--- config.mk ---
export PLATFORM = sky130hd
export DESIGN_NAME = srs_sequencer
export DESIGN_NICKNAME = d
export VERILOG_FILES = /design/src/srs_pkg.sv /design/src/srs_sequencer.sv /design/src/srs_delay.sv
export SDC_FILE = /design/constraint.sdc
export NUM_CORES = 1
export LEC_CHECK = 0
export CORE_ASPECT_RATIO = 1.25
export CORE_MARGIN = 1.5
export CORE_UTILIZATION = 35
export CTS_CLUSTER_SIZE = 14
export DETAILED_ROUTE_END_ITERATION = 8
export DONT_BUFFER_PORTS = 1
export SYNTH_ARGS = -nofsm -noshare
export SYNTH_HDL_FRONTEND = slang
export SYNTH_HIERARCHICAL = 1
export SYNTH_SLANG_ARGS = --single-unit
--- constraint.sdc ---
create_clock -name clock -period 1.4 [get_ports clock]
set_input_delay 0.42 -clock clock [delete_from_list [all_inputs] [get_ports clock]]
set_output_delay 0.42 -clock clock [all_outputs]
set_load 0.1 [all_outputs]
--- src/srs_pkg.sv ---
// Constants and carrier types for the staged system reset sequencer.
// Assumes one clock, the oscillator clock, with the system clock as an enable.
// Function
// - Reset pin and power-on reset assert resets with no clock running.
// - Software and both watchdog resets are synchronous sources.
// - A system control register write produces the software reset.
// - Extended power-on reset ends 64 oscillator cycles after power-on.
// - Clock-gen reset ends 32 oscillator cycles after all sources end.
// - Peripheral reset ends 32 system clocks after clock-gen reset ends.
// - Core reset ends last, 32 system clocks after peripheral reset ends.
// - Test-port reset follows power-on reset only.
// - Power-on and clock-generator delays count oscillator clock cycles.
// - Memory, peripheral and core clocks share one rate, at most 32 MHz.
// - Both quad timers and the PWM may run at three times system clock.
package srs_pkg;

    localparam int CLOCK_HZ = 25_000_000;
    localparam int SYS_MAX_HZ = 32_000_000;
    localparam int POR_STRETCH_CYCLES = 64;
    localparam int CLOCK_GEN_CYCLES = 32;
    localparam int PERIPHERAL_CYCLES = 32;
    localparam int CORE_CYCLES = 32;
    localparam int SYNC_STAGES = 2;
    localparam logic [1:0] SYNC_PRESET = 2'h3;

    // Synchronous reset requests, all on the oscillator clock.
    typedef struct packed {
        logic sw_write;
        logic watchdog_timeout_reset;
        logic watchdog_lost_reference_reset;
    } srs_sync_src_t;

endpackage

--- src/srs_sequencer.sv ---
// Staged system reset sequencer: merges sources and releases resets in order.
// Assumes clock is the oscillator clock and system_clock_tick is a one-cycle
// enable marking each system clock cycle, made by the clock generator.
module srs_sequencer import srs_pkg::*; (
    // Clock and reset
    input wire logic clock,
    input wire logic srst,
    // Asynchronous sources
    input wire logic power_on_reset,
    input wire logic reset_pin_n,
    // Synchronous sources and clock enables
    input wire srs_sync_src_t sync_src,
    input wire logic system_clock_tick,
    input wire logic x3_request,
    // Staged resets
    output logic extended_por_r,
    output logic clock_gen_reset_r,
    output logic peripheral_reset_r,
    output logic core_reset_r,
    output logic test_port_reset_r,
    // Clock distribution
    output logic fast_clock_enable_r
);

    logic [SYNC_STAGES-1:0] por_sync_r;
    logic [SYNC_STAGES-1:0] pin_sync_r;
    logic ext_por_done;
    logic clock_gen_done;
    logic peripheral_done;
    logic core_done;

    // Either asynchronous source presets the clock-gen, peripheral and core resets at once; this OR is a
    // reset net only, so a short glitch can only lengthen reset.
    wire logic pin_active = !reset_pin_n;
    wire logic async_any = power_on_reset | pin_active;

    // Release is brought onto the clock through two flops.
    always_ff @(posedge clock or posedge power_on_reset) begin
        if (power_on_reset) begin
            por_sync_r <= SYNC_PRESET;
        end else begin
            por_sync_r <= {por_sync_r[0], 1'b0};
        end
    end

    always_ff @(posedge clock or posedge pin_active) begin
        if (pin_active) begin
            pin_sync_r <= SYNC_PRESET;
        end else begin
            pin_sync_r <= {pin_sync_r[0], 1'b0};
        end
    end

    wire logic por_hold = por_sync_r[SYNC_STAGES-1];
    wire logic pin_hold = pin_sync_r[SYNC_STAGES-1];
    wire logic sync_any = |sync_src;
    // Any source in any stage holds every later counter at zero.
    wire logic src_active = por_hold | !ext_por_done | pin_hold | sync_any;
    wire logic clock_gen_hold = src_active | !clock_gen_done;
    wire logic peripheral_hold = clock_gen_hold | !peripheral_done;

    // Early stages count every oscillator cycle.
    srs_delay #(.COUNT(POR_STRETCH_CYCLES)) u_por_delay (
        .clock(clock),
        .srst(srst),
        .hold(por_hold),
        .tick(1'b1),
        .done_r(ext_por_done)
    );

    srs_delay #(.COUNT(CLOCK_GEN_CYCLES)) u_clock_gen_delay (
        .clock(clock),
        .srst(srst),
        .hold(src_active),
        .tick(1'b1),
        .done_r(clock_gen_done)
    );

    // Peripheral and core stages share one system clock tick.
    srs_delay #(.COUNT(PERIPHERAL_CYCLES)) u_peripheral_delay (
        .clock(clock),
        .srst(srst),
        .hold(clock_gen_hold),
        .tick(system_clock_tick),
        .done_r(peripheral_done)
    );

    srs_delay #(.COUNT(CORE_CYCLES)) u_core_delay (
        .clock(clock),
        .srst(srst),
        .hold(peripheral_hold),
        .tick(system_clock_tick),
        .done_r(core_done)
    );

    wire logic extended_por_nxt = por_hold | !ext_por_done;
    wire logic clock_gen_reset_nxt = clock_gen_hold;
    wire logic peripheral_reset_nxt = peripheral_hold;
    wire logic core_reset_nxt = peripheral_hold | !core_done;
    // Only power-on reset reaches the test port.
    wire logic test_port_reset_nxt = por_hold;
    // Fast timer and PWM clocks stay off while peripherals are in reset.
    wire logic fast_clock_enable_nxt = x3_request & !peripheral_hold;

    always_ff @(posedge clock or posedge power_on_reset) begin
        if (power_on_reset) begin
            extended_por_r <= 1'b1;
            test_port_reset_r <= 1'b1;
        end else if (srst) begin
            extended_por_r <= 1'b1;
            test_port_reset_r <= 1'b1;
        end else begin
            extended_por_r <= extended_por_nxt;
            test_port_reset_r <= test_port_reset_nxt;
        end
    end

    always_ff @(posedge clock or posedge async_any) begin
        if (async_any) begin
            clock_gen_reset_r <= 1'b1;
            peripheral_reset_r <= 1'b1;
            core_reset_r <= 1'b1;
            fast_clock_enable_r <= 1'b0;
        end else if (srst) begin
            clock_gen_reset_r <= 1'b1;
            peripheral_reset_r <= 1'b1;
            core_reset_r <= 1'b1;
            fast_clock_enable_r <= 1'b0;
        end else begin
            clock_gen_reset_r <= clock_gen_reset_nxt;
            peripheral_reset_r <= peripheral_reset_nxt;
            core_reset_r <= core_reset_nxt;
            fast_clock_enable_r <= fast_clock_enable_nxt;
        end
    end

    // Helper counters of quiet cycles, read only by the checks below.
    logic [7:0] por_quiet_r;
    logic [7:0] src_quiet_r;
    always_ff @(posedge clock) begin
        if (srst || por_hold) begin
            por_quiet_r <= 8'h00;
        end else if (por_quiet_r != 8'hFF) begin
            por_quiet_r <= por_quiet_r + 8'h01;
        end
        if (srst || src_active) begin
            src_quiet_r <= 8'h00;
        end else if (src_quiet_r != 8'hFF) begin
            src_quiet_r <= src_quiet_r + 8'h01;
        end
    end

    a_por_stretch_len: assert property (
        @(posedge clock) disable iff (srst)
        $fell(extended_por_r) |-> por_quiet_r == 8'(POR_STRETCH_CYCLES + 1)
    ) else $error("extended power-on reset released at wrong time");

    a_clock_gen_len: assert property (
        @(posedge clock) disable iff (srst)
        $fell(clock_gen_reset_r) |-> src_quiet_r == 8'(CLOCK_GEN_CYCLES + 1)
    ) else $error("clock generator reset released at wrong time");

    a_peripheral_after: assert property (
        @(posedge clock) disable iff (srst)
        $fell(peripheral_reset_r) |->
            !clock_gen_reset_r && !$past(clock_gen_reset_r)
    ) else $error("peripheral reset released before clock generator reset");

    a_core_last_out: assert property (
        @(posedge clock) disable iff (srst)
        !core_reset_r |-> !peripheral_reset_r && !clock_gen_reset_r
    ) else $error("core reset clear while an earlier stage is held");

    a_pin_asserts_all: assert property (
        @(posedge clock) disable iff (srst)
        !reset_pin_n |->
            clock_gen_reset_r && peripheral_reset_r && core_reset_r
    ) else $error("reset pin did not hold all stages");

    a_sync_src_restart: assert property (
        @(posedge clock) disable iff (srst)
        sync_any |=> clock_gen_reset_r && peripheral_reset_r && core_reset_r
    ) else $error("synchronous source did not reassert all stages");

    a_sw_reset_hold: assert property (
        @(posedge clock) disable iff (srst)
        sync_src.sw_write |=> core_reset_r [*8]
    ) else $error("software reset did not hold the core");

    a_test_port_por: assert property (
        @(posedge clock) disable iff (srst)
        $rose(test_port_reset_r) |-> power_on_reset || $past(power_on_reset)
    ) else $error("test port reset set by a source other than power-on");

    a_release_synced: assert property (
        @(posedge clock) disable iff (srst)
        $fell(clock_gen_reset_r) |->
            $past(reset_pin_n, 2) && $past(reset_pin_n, 3)
    ) else $error("clock generator released without synchronised pin");

    // A pin release must pass both flops before the counters see it.
    a_pin_two_flops: assert property (
        @(posedge clock) disable iff (srst)
        !pin_hold |-> $past(reset_pin_n) && $past(reset_pin_n, 2)
    ) else $error("pin release reached the counters too early");

    a_restart_counters: assert property (
        @(posedge clock) disable iff (srst)
        sync_any |=> !clock_gen_done && !peripheral_done && !core_done
    ) else $error("synchronous source did not restart the counters");

    a_fast_clock_req: assert property (
        @(posedge clock) disable iff (srst)
        fast_clock_enable_r |-> $past(x3_request) && !peripheral_reset_r
    ) else $error("fast clock enabled without request");

    a_clock_rate_max: assert property (
        @(posedge clock) CLOCK_HZ <= SYS_MAX_HZ
    ) else $error("clock rate above system maximum");

    c_full_release: cover property (
        @(posedge clock) disable iff (srst) $fell(core_reset_r));
    c_restart_midway: cover property (
        @(posedge clock) disable iff (srst)
        !clock_gen_reset_r && peripheral_reset_r && sync_any);
    c_fast_clock_on: cover property (
        @(posedge clock) disable iff (srst) $rose(fast_clock_enable_r));
    c_por_again: cover property (
        @(posedge clock) disable iff (srst) $rose(test_port_reset_r));

endmodule // srs_sequencer

--- src/srs_delay.sv ---
// Release delay counter for one reset stage.
// Assumes hold and tick come from logic on the same clock.
module srs_delay import srs_pkg::*; #(
    parameter int COUNT = 32
) (
    // Clock and reset
    input wire logic clock,
    input wire logic srst,
    // Control
    input wire logic hold,
    input wire logic tick,
    // Status
    output logic done_r
);

    localparam int CW = $clog2(COUNT + 1);
    localparam logic [CW-1:0] LAST = CW'(COUNT - 1);

    logic [CW-1:0] cnt_r;
    wire logic at_last = (cnt_r == LAST);

    // A hold at any point clears the count, so the stage restarts in full.
    always_ff @(posedge clock) begin
        if (srst || hold) begin
            cnt_r <= '0;
            done_r <= 1'b0;
        end else if (tick && !done_r) begin
            cnt_r <= cnt_r + CW'(1);
            done_r <= at_last;
        end
    end

endmodule // srs_delay

Word level (Yosys, flattened, before mapping)
Cells that the tools add are included.
W data, S select, Z words.
{"block": "word_totals", "ff_bits": 39, "inputBits": 9, "out_inout_bits": 6, "word_cells": 53}
{"block": "op_classes", "n_addsub": 4, "n_eq_ne": 4, "mux": 8, "n_bitwise": 8, "reduce_logical": 13}
{"operator": "$add A6 B1 Y6 const B", "n": 3}
{"operator": "$eq A6 B5 Y1 const B", "n": 3}
{"operator": "$mux W1", "n": 8}
{"operator": "$add A7 B1 Y7 const B", "n": 1}
{"operator": "$eq A7 B6 Y1 const B", "n": 1}
{"operator": "$or A1 B1 Y1", "n": 7}
{"operator": "$logic_not A1 Y1", "n": 6}
{"operator": "$logic_or A1 B1 Y1", "n": 4}
{"operator": "$reduce_or A3 Y1", "n": 1}
{"operator": "$logic_and A1 B1 Y1", "n": 2}
{"operator": "$and A1 B1 Y1", "n": 1}

Longest topological paths before layout
{"block": "logic_depth", "ltp_word": 9, "ltp_mapped": 5, "mapped_depth_nobuf": 4}

Cells and area by module
The synthesis kept the hierarchy.
{"module": "srs_delay at u_clock_gen_delay ...", "instances": 3, "cells_each": 37, "area_each_um2": 314.1, "seq_area_each_um2": 140.1}
{"module": "srs_sequencer", "instances": 1, "cells_each": 27, "area_each_um2": 375.4, "seq_area_each_um2": 261.5}
{"module": "srs_delay at u_por_delay", "instances": 1, "cells_each": 39, "area_each_um2": 367.9, "seq_area_each_um2": 160.2}

Worst setup path after synthesis
No wires, ideal clock.
{"block": "synth_path", "kind": "input -> register", "from": "in sync_src[1] (netlist name)", "to": "reg u_peripheral_delay.cnt_r[1]", "setup_time_ns": 0.070, "t_arrival_ns": 1.432, "t_required_ns": 1.330, "slack_ns": -0.102, "path_stages": 5, "path_buffers": 1, "cell_sequence": "nor4_4 > nand3_1 > or2_2 > clkbuf_1 > a21oi_1"}
{"block": "synth_between", "elab_chain_len": 4}
{"element": "start, declared", "line": "srs_sequencer.sv:12", "source": "input wire srs_sync_src_t sync_src,"}
{"element": "$reduce_or A3 Y1", "line": "srs_sequencer.sv:56", "source": "wire logic sync_any = |sync_src;"}
{"element": "$or A1 B1 Y1", "line": "srs_sequencer.sv:58", "source": "wire logic src_active = por_hold | !ext_por_done | pin_hold | sync_any;"}
{"element": "$or A1 B1 Y1", "line": "srs_sequencer.sv:59", "source": "wire logic clock_gen_hold = src_active | !clock_gen_done;"}
{"element": "via clock_gen_hold", "line": "srs_sequencer.sv:59"}
{"element": "$logic_or A1 B1 Y1", "line": "srs_delay.sv:24", "source": "if (srst || hold) begin"}
{"element": "end signal, assigned", "line": "srs_delay.sv:28", "source": "cnt_r <= cnt_r + CW'(1);"}
{"element": "end, declared", "line": "srs_delay.sv:19", "source": "logic [CW-1:0] cnt_r;"}
The timed path passes the listed nets, and every way through them passes these cells.
A chain may end at the register's enable or synchronous reset.

Final worst setup path
{"block": "layout_path", "from": "reg extended_por_r", "to": "out extended_por_r"}
{"element": "start, declared", "line": "srs_sequencer.sv:16", "source": "output logic extended_por_r,"}
{"element": "start signal, assigned", "line": "srs_sequencer.sv:113", "source": "extended_por_r <= extended_por_nxt;"}
No word-level cell between the ends.

==> reports/results.tsv <==
stage	metric	value	unit
outcome	outcome	complete, but fails checks	
outcome	violations	setup timing	
worst_setup_path	critPathLaunchType	flop	
clock_tree	cts_setup_buffers	0	
routing	first_iter_violations	27	
power_and_ir_drop	power.density	947	mW/mm^2
clock_tree	h-tree-depth	2	
global_route	grt-ovfl-total	0	
cells_and_area	drive_above_1_share	21.4	%
sta	fin_skew	0.00596	ns
placed_design	dpl_cell_area	0.00195	sq mm
floorplan	die_h	80.6	um
synthesis	seq_area_frac_synth	50.0	%
synthesis	yosys.area.top_type_share	34.4	%
worst_setup_path	critical_path_required	0.98	ns
sta	period_minus_slack	1.43	ns
synthesis	ys_ff_latch	39	
floorplan	ioPinCount	15	
routing	drt_wl_total	2990	um
worst_setup_path	worst-path-buf-inv	1	
global_route	grt_pass1_wl	5350	um
clock_tree	path_clk_slew	0.08	ns
routing	vias	1248	
worst_setup_path	crit_arrival	1.01	ns
synthesis	synth_edf_count	0	
clock_tree	cts_inserted_buffers	5	
synthesis	synth.cell_area	0.00169	sq mm
sta	final-max-slew-violation-count	0	
synthesis	ys.flop_type	dfxtp_1	
global_route	groute.usage.overall	13.5	%
worst_setup_path	r2r_end	u_por_delay/done_r	
worst_setup_path	worstPathCellList	buf_12	
cells_and_area	seq_area	843	sq um
floorplan	coreArea	0.00469	sq mm
global_route	antenna_found_initial	0	
floorplan	rows	28	
job	drv_cap	0	
cells_and_area	multi_input_area	861	sq um
worst_setup_path	slowest_stage	dfstp_2	
sta	rsz0062_at_grt	yes	
cells_and_area	num_antenna_cells	0	
cells_and_area	nets	213	
global_route	grt_pass1_vias	1257	
sta	finalCritPeriodShare	102	%
clock_tree	clockBufferDepth	2	
synthesis	yosysWarnings	6	
synthesis	yosysUniqueCellTypes	30	
worst_setup_path	crit_start	extended_por_r	
routing	ant_nets	0	
synthesis	yosys.area.top_type	dfxtp_1	
synthesis	yosys.cell_count.top_type	dfxtp_1	
routing	viasPerCell	4.78	
worst_setup_path	regToRegStartpoint	u_por_delay/cnt_r[1]	
floorplan	initial_core_util	35.9	%
clock_tree	cts_tree	built	
synthesis	async_flop_share	25.6	%
worst_setup_path	slowest_delay	0.55	ns
power_and_ir_drop	leakagePower	0.708	nW
worst_setup_path	critical_path.top_delay_family	flip-flops	
floorplan	dieArea	0.00524	sq mm
clock_tree	clock_latency	0.29	ns
placed_design	finalWeightedCongestion	0.719	
min_path	hold_class	in2async	
routing	drc	0	
cells_and_area	final_cell_area	0.00205	sq mm
sta	hold-worst-slack	0.0284	ns
clock_tree	clock_sinks	39	
synthesis	synth_cells	177	
clock_tree	clockRootBuffer	clkbuf_8	
sta	fmax	697	MHz
cells_and_area	area_growth	21.7	%
sta	setup_violations	5	
worst_setup_path	end_kind	output port	
sta	hold_violations	0	
worst_setup_path	crit_type	reg2out	
routing	dr.pass1.iters	4	
power_and_ir_drop	ir_drop	0.705	mV
synthesis	synth.area.top_cells	dfxtp_1 34%, dfstp_2 14%, a21oi_1 4.8%, or3_1 4.5%, o21ai_0 3.9%	
synthesis	synth_commonest_cells	29 x dfxtp_1, 16 x a21oi_1, 13 x nand2_1, 13 x nor2_1, 13 x o21ai_0	
worst_setup_path	r2r_slack	0.14	ns
sta	setup_slack	-0.0348	ns
placed_design	port_buffers	0	
global_route	grt_start_max_net_pins	13	
routing	wl_per_cell	11.5	um
cells_and_area	nFillCells	464	
power_and_ir_drop	total_power	1.94	mW
worst_setup_path	r2r_cells	4	
placed_design	hpwlAfterDp	2220	um
synthesis	synth_area_per_cell	9.52	sq um
floorplan	die_w	65.1	um
worst_setup_path	crit_path_max_fanout	1	
## cell type report
type	instances	share of cell area, %
clock inverter	2	0.610
timing repair buffer	11	7.81
multi-input combinational	136	42.0
sequential	39	41.1
tap	60	3.66
clock buffer	6	3.54
inverter	7	1.28
## timing repair
action	4_1_cts	5_1_grt
gates resized for setup	0	2
setup endpoints to repair	5	25
hold endpoints to repair	2	0
pin swaps	0	1
hold buffers	1	0
## placed cells by master, fill, tap and decap left out, drive strengths merged
cell type    synthesis  final
nand3                8      8
nand2b               3      3
clkinv               0      1
nand3b               6      6
o21a                 3      3
and2b                3      3
xor2                 1      1
dfxtp               29     29
clkinvlp             0      1
mux2i                1      1
dlygate4sd3          0      1
nand2               13     13
a21oi               17     17
dfstp                9      9
nor4                 1      1
conb                 2     11
xnor2                7      7
nand4b               6      6
nor2b                3      3
or3                 13     13
clkbuf               4      6
buf                  0     10
nor2                13     13
ha                   4      4
nand4                1      1
nor3                 3      3
inv                  7      7
o21ai               13     13
and4b                2      2
or2                  4      4
dfrtp                1      1
## power by group
part / switching, mW / internal (mW)
clock network: 0.390 / 0.348
registers: 0.00588 / 1.13
logic: 0.0407 / 0.0285
total: 0.437 / 1.51
## worst max-delay path by stage
stage                                             end  cells after the start
after floorplan           u_peripheral_delay/cnt_r[3]                      5
after global placement    u_peripheral_delay/cnt_r[5]                      4
after detailed placement  u_peripheral_delay/cnt_r[4]                      4
after CTS                           test_port_reset_r                      1
after global routing                   extended_por_r                      1
final                                  extended_por_r                      1
## registers in the layout, summed over array words and instances, names as in the netlist
name / flops
clock_gen_reset_r: 1
core_reset_r: 1
extended_por_r: 1
fast_clock_enable_r: 1
peripheral_reset_r: 1
pin_sync_r: 2
por_sync_r: 2
test_port_reset_r: 1
u_clock_gen_delay/cnt_r: 6
u_clock_gen_delay/done_r: 1
u_core_delay/cnt_r: 6
u_core_delay/done_r: 1
u_peripheral_delay/cnt_r: 6
u_peripheral_delay/done_r: 1
u_por_delay/cnt_r: 7
u_por_delay/done_r: 1
## kinds of logic (layout without fill, tap and decap cells)
kind of cell | after synthesis | after routing | synth area share [%]
AO/OA/AOI/OAI | 33 | 33 | 10.5
buffers and inverters | 11 | 26 | 2.45
AND/OR/NAND/NOR | 79 | 79 | 29.0
adder cells (fa/ha/maj) | 4 | 4 | 2.97
multiplexers | 1 | 1 | 0.594
flip-flops | 39 | 39 | 50.0
XOR/XNOR | 8 | 8 | 4.16
other | 2 | 11 | 0.446
## layer usage
layer / routed length [um] / global-route usage (%) / up-vias
met1: 1390 / 15.6 / 586
met3: 118 / 4.76 / 4
met2: 1420 / 22.0 / 15
met4: 62 / 6.88 / 0
li1: - / - / 643
met5: 0 / 0 / -
## through the flow
step / util [%] / setup slack (ns) / instances / TNS, ns
after CTS: 43.6 / -0.0507 / 261 / -0.221
after detailed placement: 41.6 / -0.0202 / 252 / -0.0808
final: 43.7 / -0.0348 / 261 / -0.138
after floorplan: - / -0.0337 / 186 / -0.167
after global placement: 41.6 / 0.00995 / 252 / 0
after global routing: 43.7 / -0.0654 / 261 / -0.303
Power figures use the tool's default switching activity.
